### src/logic/afe_pkg.sv
package afe_pkg;

  // ---------------------------------------------------------------------
  // Serial frame layout
  // ---------------------------------------------------------------------
  localparam int FRAME_BITS = 16;
  localparam int ADDR_BITS  = 4;
  localparam int DATA_BITS  = 12;

  typedef struct packed {
    logic [ADDR_BITS-1:0] addr;
    logic [DATA_BITS-1:0] data;
  } afe_frame_t;

  // ---------------------------------------------------------------------
  // Register addresses (frame bits 15:12)
  // ---------------------------------------------------------------------
  localparam logic [3:0] ADDR_ENABLE_LONG  = 4'h0;
  localparam logic [3:0] ADDR_I_TRIM       = 4'h4;
  localparam logic [3:0] ADDR_Q_TRIM       = 4'h5;
  localparam logic [3:0] ADDR_COMMON_MODE  = 4'h6;
  localparam logic [3:0] ADDR_AUX_CONVERT  = 4'h7;
  localparam logic [3:0] ADDR_ENABLE_SHORT = 4'h8;
  localparam logic [3:0] ADDR_RESUME_SEL   = 4'h9;

  // Field positions inside the 12 data bits
  localparam int POS_AUX_CONV_OFF = 9;
  localparam int POS_DAC_OFF_LO   = 4;
  localparam int POS_MODE_LO      = 0;

  // ---------------------------------------------------------------------
  // Power modes
  // ---------------------------------------------------------------------
  typedef enum logic [2:0] {
    MODE_SHUTDOWN = 3'h0,
    MODE_IDLE     = 3'h1,
    MODE_STANDBY  = 3'h2,
    MODE_SLOW_RX  = 3'h3,
    MODE_SLOW_TX  = 3'h4,
    MODE_FAST_RX  = 3'h5,
    MODE_FAST_TX  = 3'h6,
    MODE_FULL_DUP = 3'h7
  } afe_mode_t;

  // ---------------------------------------------------------------------
  // Reset values
  // ---------------------------------------------------------------------
  localparam logic [5:0]  RST_TRIM        = 6'h00;
  localparam logic [1:0]  RST_COMMON_MODE = 2'h0;
  localparam logic [10:0] RST_AUX_CONVERT = 11'h000;
  localparam logic [2:0]  RST_DAC_OFF     = 3'h0;
  localparam logic        RST_AUX_OFF     = 1'b0;
  localparam logic [2:0]  RST_MODE        = 3'h7;
  localparam logic [2:0]  RST_RESUME      = 3'h7;
  localparam logic [2:0]  RESUME_INVALID  = 3'h0;

  // ---------------------------------------------------------------------
  // Recovery timing
  // ---------------------------------------------------------------------
  localparam int CLK_PERIOD_NS     = 10;
  localparam int FAST_RECOVERY_NS  = 100;
  localparam int SLOW_RECOVERY_NS  = 4900;
  localparam int FAST_RECOVERY_CYC =
    (FAST_RECOVERY_NS + CLK_PERIOD_NS - 1) / CLK_PERIOD_NS;
  localparam int SLOW_RECOVERY_CYC =
    (SLOW_RECOVERY_NS + CLK_PERIOD_NS - 1) / CLK_PERIOD_NS;
  localparam int SETTLE_BITS = 10;

endpackage

### src/logic/afe_control_regs.sv
`timescale 1ns/1ns
// Operation
// - Long enable bits 6..4 power off aux DAC three, two, one.
// - Long enable bit 9 set powers the aux converter off.
// - Full duplex keeps both converters and both buses active.
// - Leaving full duplex for fast rx or fast tx uses fast recovery.
// - Trims decode as sign-magnitude, plus or minus 31, default zero.
// - Common-mode select codes 00..11 give 1.06, 0.94, 0.82, 0.71 V.
// - First chip-select pulse in shutdown is a wake request.
// - That rising edge enters the mode held in resume selector.
// - Resume selector codes 1..7: idle, standby, slow/fast rx/tx, duplex.
// - Writing zero to the resume selector is discarded.
// - Unwritten resume selector wakes into full duplex.
// - Aux converter config resets on, idle, 2.048 V, input one.
// - Reset: trims zero, common mode 00, short enable 111, resume 111.
// - Wake restores all settings; only the power mode changes.
// - Bits shifted during the wake pulse are ignored.
// - Sixteen bits MSB first, latched on chip-select rising edge.
module afe_control_regs
  import afe_pkg::*;
(
  input  wire logic         clock,
  input  wire logic         rstn,
  input  wire logic         csWakeN,
  input  wire logic         sclk,
  input  wire logic         din,
  output logic              rxAdcOn,
  output logic              rxBusOn,
  output logic              txDacOn,
  output logic              txBusOn,
  output logic              modeSettled,
  output logic [2:0]        powerMode,
  output logic [2:0]        auxDacOff,
  output logic              auxConverterOff,
  output logic signed [5:0] iTrimValue,
  output logic signed [5:0] qTrimValue,
  output logic [1:0]        commonLevel,
  output logic [10:0]       auxConfig,
  output logic [2:0]        resumeState
);

  // ---------------------------------------------------------------------
  // Functions
  // ---------------------------------------------------------------------
  function automatic logic signed [5:0] trim_decode(input logic [5:0] code);
    logic [5:0] mag;
    mag = {1'b0, code[4:0]};
    trim_decode = code[5] ? -$signed(mag) : $signed(mag);
  endfunction

  // Returns {rxAdc, rxBus, txDac, txBus}
  function automatic logic [3:0] mode_decode(input logic [2:0] mode);
    case (afe_mode_t'(mode))
      MODE_SLOW_RX:  mode_decode = 4'b1100;
      MODE_SLOW_TX:  mode_decode = 4'b0011;
      MODE_FAST_RX:  mode_decode = 4'b1110;
      MODE_FAST_TX:  mode_decode = 4'b1011;
      MODE_FULL_DUP: mode_decode = 4'b1111;
      default:       mode_decode = 4'b0000;
    endcase
  endfunction

  // ---------------------------------------------------------------------
  // Serial front end
  // ---------------------------------------------------------------------
  afe_frame_t frame;
  logic       frameFull;
  logic       csRise;

  afe_serial_rx u_rx (
    .clock     (clock),
    .rstn      (rstn),
    .csWakeN   (csWakeN),
    .sclk      (sclk),
    .din       (din),
    .frame     (frame),
    .frameFull (frameFull),
    .csRise    (csRise)
  );

  logic       inShutdown;
  logic       writeEn;
  logic       wakeEn;
  logic [5:0] iTrim_reg;
  logic [5:0] qTrim_reg;
  logic [2:0] mode_reg;
  logic [2:0] mode_next;

  assign inShutdown = (mode_reg == MODE_SHUTDOWN);
  assign wakeEn  = csRise && inShutdown;
  assign writeEn = csRise && !inShutdown && frameFull;

  // ---------------------------------------------------------------------
  // Setting registers
  // ---------------------------------------------------------------------
  // wake leaves these alone
  always_ff @(posedge clock or negedge rstn) begin
    if (!rstn) begin
      iTrim_reg       <= RST_TRIM;
      qTrim_reg       <= RST_TRIM;
      commonLevel     <= RST_COMMON_MODE;
      auxConfig       <= RST_AUX_CONVERT;
      auxDacOff       <= RST_DAC_OFF;
      auxConverterOff <= RST_AUX_OFF;
    end else if (writeEn) begin
      case (frame.addr)
        ADDR_I_TRIM:      iTrim_reg   <= frame.data[5:0];
        ADDR_Q_TRIM:      qTrim_reg   <= frame.data[5:0];
        ADDR_COMMON_MODE: commonLevel <= frame.data[1:0];
        ADDR_AUX_CONVERT: auxConfig   <= frame.data[10:0];
        ADDR_ENABLE_LONG: begin
          auxDacOff       <= frame.data[POS_DAC_OFF_LO +: 3];
          auxConverterOff <= frame.data[POS_AUX_CONV_OFF];
        end
        default: ;
      endcase
    end
  end

  always_ff @(posedge clock or negedge rstn) begin
    if (!rstn) begin
      iTrimValue <= 6'sh00;
      qTrimValue <= 6'sh00;
    end else begin
      iTrimValue <= trim_decode(iTrim_reg);
      qTrimValue <= trim_decode(qTrim_reg);
    end
  end

  // ---------------------------------------------------------------------
  // Resume state selector
  // ---------------------------------------------------------------------
  always_ff @(posedge clock or negedge rstn) begin
    if (!rstn) begin
      resumeState <= RST_RESUME;
    end else if (writeEn && frame.addr == ADDR_RESUME_SEL) begin
      if (frame.data[2:0] != RESUME_INVALID)
        resumeState <= frame.data[2:0];
    end
  end

  // ---------------------------------------------------------------------
  // Power mode
  // ---------------------------------------------------------------------
  always_comb begin
    mode_next = mode_reg;
    if (wakeEn) begin
      mode_next = resumeState;
    end else if (writeEn) begin
      if (frame.addr == ADDR_ENABLE_LONG ||
          frame.addr == ADDR_ENABLE_SHORT)
        mode_next = frame.data[POS_MODE_LO +: 3];
    end
  end

  always_ff @(posedge clock or negedge rstn) begin
    if (!rstn) begin
      mode_reg <= RST_MODE;
    end else begin
      mode_reg <= mode_next;
    end
  end

  always_ff @(posedge clock or negedge rstn) begin
    if (!rstn) begin
      {rxAdcOn, rxBusOn, txDacOn, txBusOn} <= 4'hf;
      powerMode <= RST_MODE;
    end else begin
      {rxAdcOn, rxBusOn, txDacOn, txBusOn} <= mode_decode(mode_reg);
      powerMode <= mode_reg;
    end
  end

  // ---------------------------------------------------------------------
  // Recovery timer
  // ---------------------------------------------------------------------
  // Only when both converters stay powered is the short settle enough
  logic [SETTLE_BITS-1:0] settleCount;
  logic [3:0]             oldPower;
  logic [3:0]             newPower;

  assign oldPower = mode_decode(mode_reg);
  assign newPower = mode_decode(mode_next);

  always_ff @(posedge clock or negedge rstn) begin
    if (!rstn) begin
      settleCount <= '0;
      modeSettled <= 1'b1;
    end else if (mode_next != mode_reg) begin
      modeSettled <= 1'b0;
      // fast when both cores stay on
      if (oldPower[3] && oldPower[1] && newPower[3] && newPower[1])
        settleCount <= SETTLE_BITS'(FAST_RECOVERY_CYC - 1);
      else
        settleCount <= SETTLE_BITS'(SLOW_RECOVERY_CYC - 1);
    end else if (settleCount != '0) begin
      settleCount <= settleCount - 1'b1;
    end else begin
      modeSettled <= 1'b1;
    end
  end

endmodule

### src/logic/afe_serial_rx.sv
`timescale 1ns/1ns
module afe_serial_rx
  import afe_pkg::*;
(
  input  wire logic       clock,
  input  wire logic       rstn,
  input  wire logic       csWakeN,
  input  wire logic       sclk,
  input  wire logic       din,
  output afe_frame_t      frame,
  output logic            frameFull,
  output logic            csRise
);

  // ---------------------------------------------------------------------
  // Pin synchronisers
  // ---------------------------------------------------------------------
  logic [1:0] csSync;
  logic [1:0] sclkSync;
  logic [1:0] dinSync;
  logic       csLast;
  logic       sclkLast;
  logic [4:0] bitCount;

  always_ff @(posedge clock or negedge rstn) begin
    if (!rstn) begin
      csSync   <= 2'h3;
      sclkSync <= 2'h0;
      dinSync  <= 2'h0;
      csLast   <= 1'b1;
      sclkLast <= 1'b0;
    end else begin
      csSync   <= {csSync[0], csWakeN};
      sclkSync <= {sclkSync[0], sclk};
      dinSync  <= {dinSync[0], din};
      csLast   <= csSync[1];
      sclkLast <= sclkSync[1];
    end
  end

  // ---------------------------------------------------------------------
  // Shift register
  // ---------------------------------------------------------------------
  // MSB first
  always_ff @(posedge clock or negedge rstn) begin
    if (!rstn) begin
      frame    <= '0;
      bitCount <= 5'h00;
    end else if (csSync[1]) begin
      bitCount <= 5'h00;
    end else if (sclkSync[1] && !sclkLast) begin
      frame    <= {frame[FRAME_BITS-2:0], dinSync[1]};
      if (bitCount != 5'h1f)
        bitCount <= bitCount + 5'h01;
    end
  end

  assign frameFull = (bitCount == 5'(FRAME_BITS));
  assign csRise    = csSync[1] && !csLast;

endmodule

### config.mk
export PLATFORM = sky130hd
export DESIGN_NAME = afe_control_regs
export DESIGN_NICKNAME = d
export VERILOG_FILES = /design/src/logic/afe_pkg.sv /design/src/logic/afe_control_regs.sv /design/src/logic/afe_serial_rx.sv
export SDC_FILE = /design/constraint.sdc
export NUM_CORES = 1
export LEC_CHECK = 0
export ABC_AREA = 1
export BUFFER_PORTS_ARGS = -buffer_cell sky130_fd_sc_hd__buf_2
export CAP_MARGIN = 30
export CORE_MARGIN = 1.5
export CORE_UTILIZATION = 52
export CTS_CLUSTER_SIZE = 28
export DETAILED_ROUTE_END_ITERATION = 12
export MAX_ROUTING_LAYER = met4
export PLACE_DENSITY_LB_ADDON = 0.08
export SYNTH_ARGS = -nofsm -noshare
export SYNTH_HDL_FRONTEND = slang
export SYNTH_HIERARCHICAL = 1
export SYNTH_SLANG_ARGS = --single-unit
### constraint.sdc
create_clock -name clock -period 1.7 [get_ports clock]
set_input_delay 0.17 -clock clock [delete_from_list [all_inputs] [get_ports clock]]
set_output_delay 0.17 -clock clock [all_outputs]
set_load 0.01 [all_outputs]
Word-level counts from Yosys, hierarchy flattened
Index checks and enable logic that the tools add are counted.
Widths: inputs -> output; s select.
- reductions and logical operators: 28
- add/sub/neg operators: 4
- bitwise operators: 1
- muxes and demuxes: 15
- equal/unequal tests: 20
- operators by type and width (cell ; number):
    $pmux 4 s5 ; 2
    $eq 3x3->1 const B ; 8
    $mux 10 ; 2
    $eq 4x3->1 const B ; 4
    $reduce_and 2->1 ; 8
    $mux 5 ; 3
    $mux 6 ; 2
    $neg 5->6 ; 2
    $reduce_bool 10->1 ; 1
    $sub 10x1->10 const B ; 1
    $logic_and 1x1->1 ; 9
    $mux 3 ; 3
    $mux 9 ; 1
    $eq 4x4->1 const B ; 2
    $eq 3x2->1 const B ; 2
    $reduce_bool 2->1 ; 3
    $add 5x1->5 const B ; 1
    $eq 5x5->1 const B ; 1
    $ne 5x5->1 const B ; 1
    $logic_not 4->1 ; 1
    $logic_not 1->1 ; 3
    $logic_not 3->1 ; 1
    $ne 3x3->1 ; 1
    $reduce_bool 3->1 ; 1
    other kinds (4) ; 5
- output and inout port bits: 40
- word-level logic and storage cells: 93
- register bits after elaboration: 94

Logic depth before layout (Yosys ltp)
- depth after elaboration: 12
- mapped depth: 16
- gate-level depth less buffers: 16

Modules after synthesis
The synthesis kept the hierarchy.
- by module, submodules not included (module ; area an instance (sq um) ; instances ; cells each):
    afe_control_regs ; 2876.5 ; 1 ; 294
    afe_serial_rx ; 1209.9 ; 1 ; 107

Worst setup path before layout
No wires, ideal clock.
- kind: register to register
- start point: register u_rx.bitCount[0]
- end point: register settleCount[0]
- data required time: 1573 ps
- setup slack: -185 ps
- cell stages (with the launch flop): 15
- arrival: 1758 ps
- path through: dfrtp_1 > inv_1 > ha_1 > nand2_1 > nor3_1 > nand2_1 > inv_1 > nand2_4 > nor2_2 > nand2_2 > nand2_2 > nand3_1 > nand2_4 > nand3_4 > nand3b_1
- cells in the longest elaborated chain, start to end: 6
- RTL lines (item ; RTL line ; text):
    start, declared ; afe_serial_rx.sv:23 ; logic [4:0] bitCount;
    start signal, assigned ; afe_serial_rx.sv:54 ; bitCount <= bitCount + 5'h01;
    $eq 5x5->1 * ; afe_serial_rx.sv:58 ; assign frameFull = (bitCount == 5'(FRAME_BITS));
    net frameFull ; afe_control_regs.sv:67 ; logic frameFull;
    $logic_and 1x1->1 * ; afe_control_regs.sv:91 ; assign writeEn = csRise && !inShutdown && frameFull;
    $mux 3 * ; afe_control_regs.sv:149 ; end else if (writeEn) begin
    $mux 3 * ; afe_control_regs.sv:147 ; if (wakeEn) begin
    $ne 3x3->1 * ; afe_control_regs.sv:189 ; end else if (mode_next != mode_reg) begin
    $mux 10 or $reduce_bool 2->1 (tied branches) ; n/a ;
    end signal, assigned ; afe_control_regs.sv:193 ; settleCount <= SETTLE_BITS'(FAST_RECOVERY_CYC - 1);
    end signal, assigned ; afe_control_regs.sv:195 ; settleCount <= SETTLE_BITS'(SLOW_RECOVERY_CYC - 1);
    end signal, assigned ; afe_control_regs.sv:197 ; settleCount <= settleCount - 1'b1;
    end, declared ; afe_control_regs.sv:178 ; logic [SETTLE_BITS-1:0] settleCount;
The timed path passes the listed nets; every way through them passes the cells marked *.
A chain may end at the register's enable or synchronous reset.

Worst setup path after layout
- start point: register u_rx.bitCount[0]
- end point: register settleCount[7]
- cells in the longest elaborated chain, start to end: 10
- RTL lines (item ; RTL line ; text):
    $eq 5x5->1 * ; afe_serial_rx.sv:58 ;
    net frameFull ; afe_control_regs.sv:67 ;
    $logic_and 1x1->1 * ; afe_control_regs.sv:91 ;
    $mux 3 * ; afe_control_regs.sv:149 ;
    $mux 3 * ; afe_control_regs.sv:147 ;
    net mode_next[1] ; afe_control_regs.sv:87 ; logic [2:0] mode_next;
    $eq 3x3->1 or $eq 3x2->1 (tied branches) ; afe_control_regs.sv:53 ; case (afe_mode_t'(mode))
    $pmux 4 s5 ; afe_control_regs.sv:53 ;
    $logic_and 1x1->1 (2 in series) ; afe_control_regs.sv:192 ; if (oldPower[3] && oldPower[1] && newPower[3] && newPower[1])
    $mux 9 ; afe_control_regs.sv:192 ;
    $mux 10 ; afe_control_regs.sv:189 ;
Marked as above.

==> impl_metrics.tcl <==
set metrics [dict create \
    status "finished, violations left" \
    failed_checks "setup timing" \
    path_cells "inv_2 -> ha_4 -> nand2_2 -> nor3_2 -> nand2_2 -> inv_2 -> nand4_1 -> nand2_1 -> nand2_2 -> nand2_4 -> nand2_4 -> nand2_4 -> nand3_4 -> nor2_4 -> a21oi_1" \
    die_w_um 91.65 \
    first_pass_iters 4 \
    final_hold_viol_count 0 \
    antenna_found_initial 0 \
    path_class "register to register" \
    power_w 0.004614 \
    hp-class "input port to asynchronous set/reset pin" \
    cts-root-buf "clkbuf_8" \
    yosysSeqAreaShare_pct 58.08 \
    regMostFlops "u_rx/frame" \
    intPower_w 0.003485 \
    clock_power_share_pct 37.1 \
    critPathCapture "settleCount[7]" \
    nNetsFinal 513 \
    regArea_um2 2374 \
    cpMaxStageDelayCell "dfrtp_1" \
    drt_iter0_markers 156 \
    initial_core_util_pct 53.44 \
    syn_inst 401 \
    p_comb_share_pct 10.4 \
    seqPwrFrac_pct 52.5 \
    place_inst 578 \
    cts_max_level 3 \
    clk_pin_slew_worst_paths_ps 90 \
    post-route-min-period_ps 1928 \
    largest_reg_flops 16 \
    diodes 0 \
    avgSynthCellArea_um2 10.19 \
    worst-path-buf-inv 2 \
    p_leak_nw 2.778 \
    grt-ovfl-total 0 \
    timing.slew.headroom_pct 81.18 \
    multi_input_area_um2 1682 \
    worstReg2RegEnd "settleCount[7]" \
    p_switching_w 0.001129 \
    fin_setup_tns_ps -5381 \
    hpwl_mm 5.656 \
    drc_errors 0 \
    reg_top3 "u_rx/frame (16), auxConfig (11), settleCount (10)" \
    grt_pass1_wl_mm 13.52 \
    synth_area_um2 4086 \
    cp.depth 15 \
    yosysTopAreaCell "dfrtp_1" \
    cap_violations 0 \
    syn2layout_area_growth_pct 29.85 \
    cts_tree "built" \
    port_buffers 44 \
    cts_sinks 94 \
    via_per_inst 4.959 \
    critPathMaxStageDelay_ps 400 \
    gp_congestion 0.8645 \
    swShare_pct 24.47 \
    cp-startpoint "u_rx/bitCount[0]" \
    ant_nets 0 \
    track_usage_pct 21.30 \
    cp-end-kind "register" \
    grt_pass1_vias 2829 \
    maxSlewViolCount 0 \
    layout-drive-gt1-share_pct 45.17 \
    startpoint_type "register" \
    grt_max_degree 39 \
    worstSkewPairLatency_ps 360 \
    route.vias.total 3020 \
    final_cells 609 \
    worst-path-max-fanout 5 \
    worstPathArrival_ps 2180 \
    fillers 593 \
    timing.final.crit_share_pct 113.4 \
    fin_ws_ps -227.9 \
    cts_buffers 9 \
    regToRegStartpoint "u_rx/bitCount[0]" \
    synth_top_area_share_pct 47.15 \
    cellPowerDensity_nw_per_um2 869.5 \
    worst_slew_pin_slew_ps 282.3 \
    synth_cell_type_count 35 \
    worst_ir_drop_vdd_uv 531.5 \
    max_freq_ghz 0.5187 \
    ios 45 \
    cp_top_family "simple AND/OR/NAND/NOR gates" \
    dieArea_um2 8400 \
    die_h_um 91.65 \
    setup_violations 41 \
    post_drt_wl_per_cell_um 13.25 \
    required_ps 1950 \
    wl_mm 8.069 \
    rsz0062_at_grt "true" \
    coreArea_um2 7647 \
    rows 32 \
    reg2reg_slack_ps -230 \
    yosysWarnings 6 \
    syn_nets 412 \
    r2r_cells 15 \
    synth-seq-cells 94 \
    clockBufferDepth 2 \
    finClkSkew_ps 11.00 \
    synth_area_leaders "dfrtp_1, dfstp_2, nand2_1" \
]
==> Yosys cell counts <==
library cell / instances
nand2_4: 6
o21bai_1: 3
o21ai_2: 8
dfrtp_1: 77
o31ai_1: 4
dlygate4sd1_1: 1
inv_1: 47
clkbuf_1: 4
nor2_4: 4
mux2_2: 3
nor3_4: 1
buf_6: 3
nand2_1: 77
o21a_1: 1
xor2_1: 6
nand4_1: 9
a31oi_1: 1
or2_2: 3
xnor2_1: 4
ha_1: 6
nand3_4: 2
dfstp_2: 17
o21ai_0: 30
nand2_2: 7
inv_2: 2
nand3b_1: 2
nor2_1: 22
nand3_2: 2
o21ai_1: 2
nand3_1: 12
nor2_2: 9
nor3_1: 2
a21oi_1: 13
a21oi_2: 10
nor3_2: 1
==> kinds of logic after synthesis <==
family,count (synthesis),synth area share [%]
buffers and inverters,57,5.909
muxes,3,0.8266
adders and majority gates,6,1.837
and+or+nand+nor,159,20.21
DFF,94,58.08
xor gates and xnor gates,10,2.143
AOI/OAI and AO/OA,72,10.99
==> final cells by class <==
type	count	share of cell area [%]
clock inverter	4	1.839
sequential	94	44.73
tap	102	2.405
timing repair buffer	97	13.32
clock buffer	12	2.547
inverter	49	3.466
multi-input combinational	251	31.69
==> worst min path at each step <==
stage | start | end | slack (ps)
2_1_floorplan | rstn | auxConfig[0] | -130
3_3_place_gp | rstn | qTrimValue[2] | 70
3_5_place_dp | rstn | qTrimValue[5] | 70
4_1_cts | rstn | auxConfig[2] | 220
5_1_grt | rstn | qTrimValue[5] | 240
6_report | rstn | qTrimValue[5] | 230
==> power by group through the flow <==
stage / sequential (W) / clock [W] / combinational (W)
2_1_floorplan: 0.00246 / 0 / 0.000248
3_3_place_gp: 0.00246 / 0 / 0.000432
3_5_place_dp: 0.00246 / 0 / 0.000441
4_1_cts: 0.00242 / 0.00175 / 0.000470
5_1_grt: 0.00244 / 0.00185 / 0.000538
6_report: 0.00242 / 0.00171 / 0.000480
==> layout by cell type (no fill, tap or decap), drive strengths merged <==
cell	synthesis	final
o21a	1	1
dfrtp	77	77
xor2	6	6
o31ai	4	4
inv	49	49
ha	6	6
o21bai	3	3
xnor2	4	4
clkbuf	4	12
a31oi	1	1
nor3	4	4
or2	3	3
nand3b	2	2
dlygate4sd3	0	4
nand3	16	17
o21ai	40	40
dfstp	17	17
nand4	9	9
clkinvlp	0	1
bufinv	0	3
nor2	35	35
mux2	3	3
a21oi	23	23
nand2	90	90
buf	3	93
==> worst register-to-register path: cells and delay by family (launching register included) <==
kind / cells / cell delay (ps)
AND/OR/NAND/NOR: 11 / 1060
flip-flops: 1 / 400
buffers and inverters: 2 / 170
adder cells (fa/ha/maj): 1 / 140
AO/OA/AOI/OAI: 1 / 60
==> metrics by stage <==
stage | util [%] | hold slack [ps] | cell area, um2 | worst slack [ps]
after floorplan | - | -125.6 | 4111 | -104.7
after global routing | 69.39 | 238.2 | 5306 | -358.7
after detailed placement | 61.94 | 72.11 | 4737 | -275.5
after global placement | 61.94 | 69.60 | 4737 | -187.9
final | 69.39 | 226.8 | 5306 | -227.9
after CTS | 67.67 | 219.9 | 5175 | -224.1
==> per-layer routing <==
layer | vias to the layer above | global-route usage, % | wire [um]
met4 | 0 | 9.896 | 176
met1 | 1452 | 27.38 | 3661
met3 | 15 | 3.648 | 283
met2 | 54 | 33.21 | 3947
met5 | - | - | 0
li1 | 1499 | - | -
==> what timing repair did <==
action,in CTS,in global routing
gates cloned,3,0
gates resized for setup,48,33
setup buffers,7,3
setup endpoints to repair,41,44
endpoints found under the hold margin,70,0
pin swaps,12,7
hold buffers,4,0
Note: power is estimated with default switching activity, not from simulation.
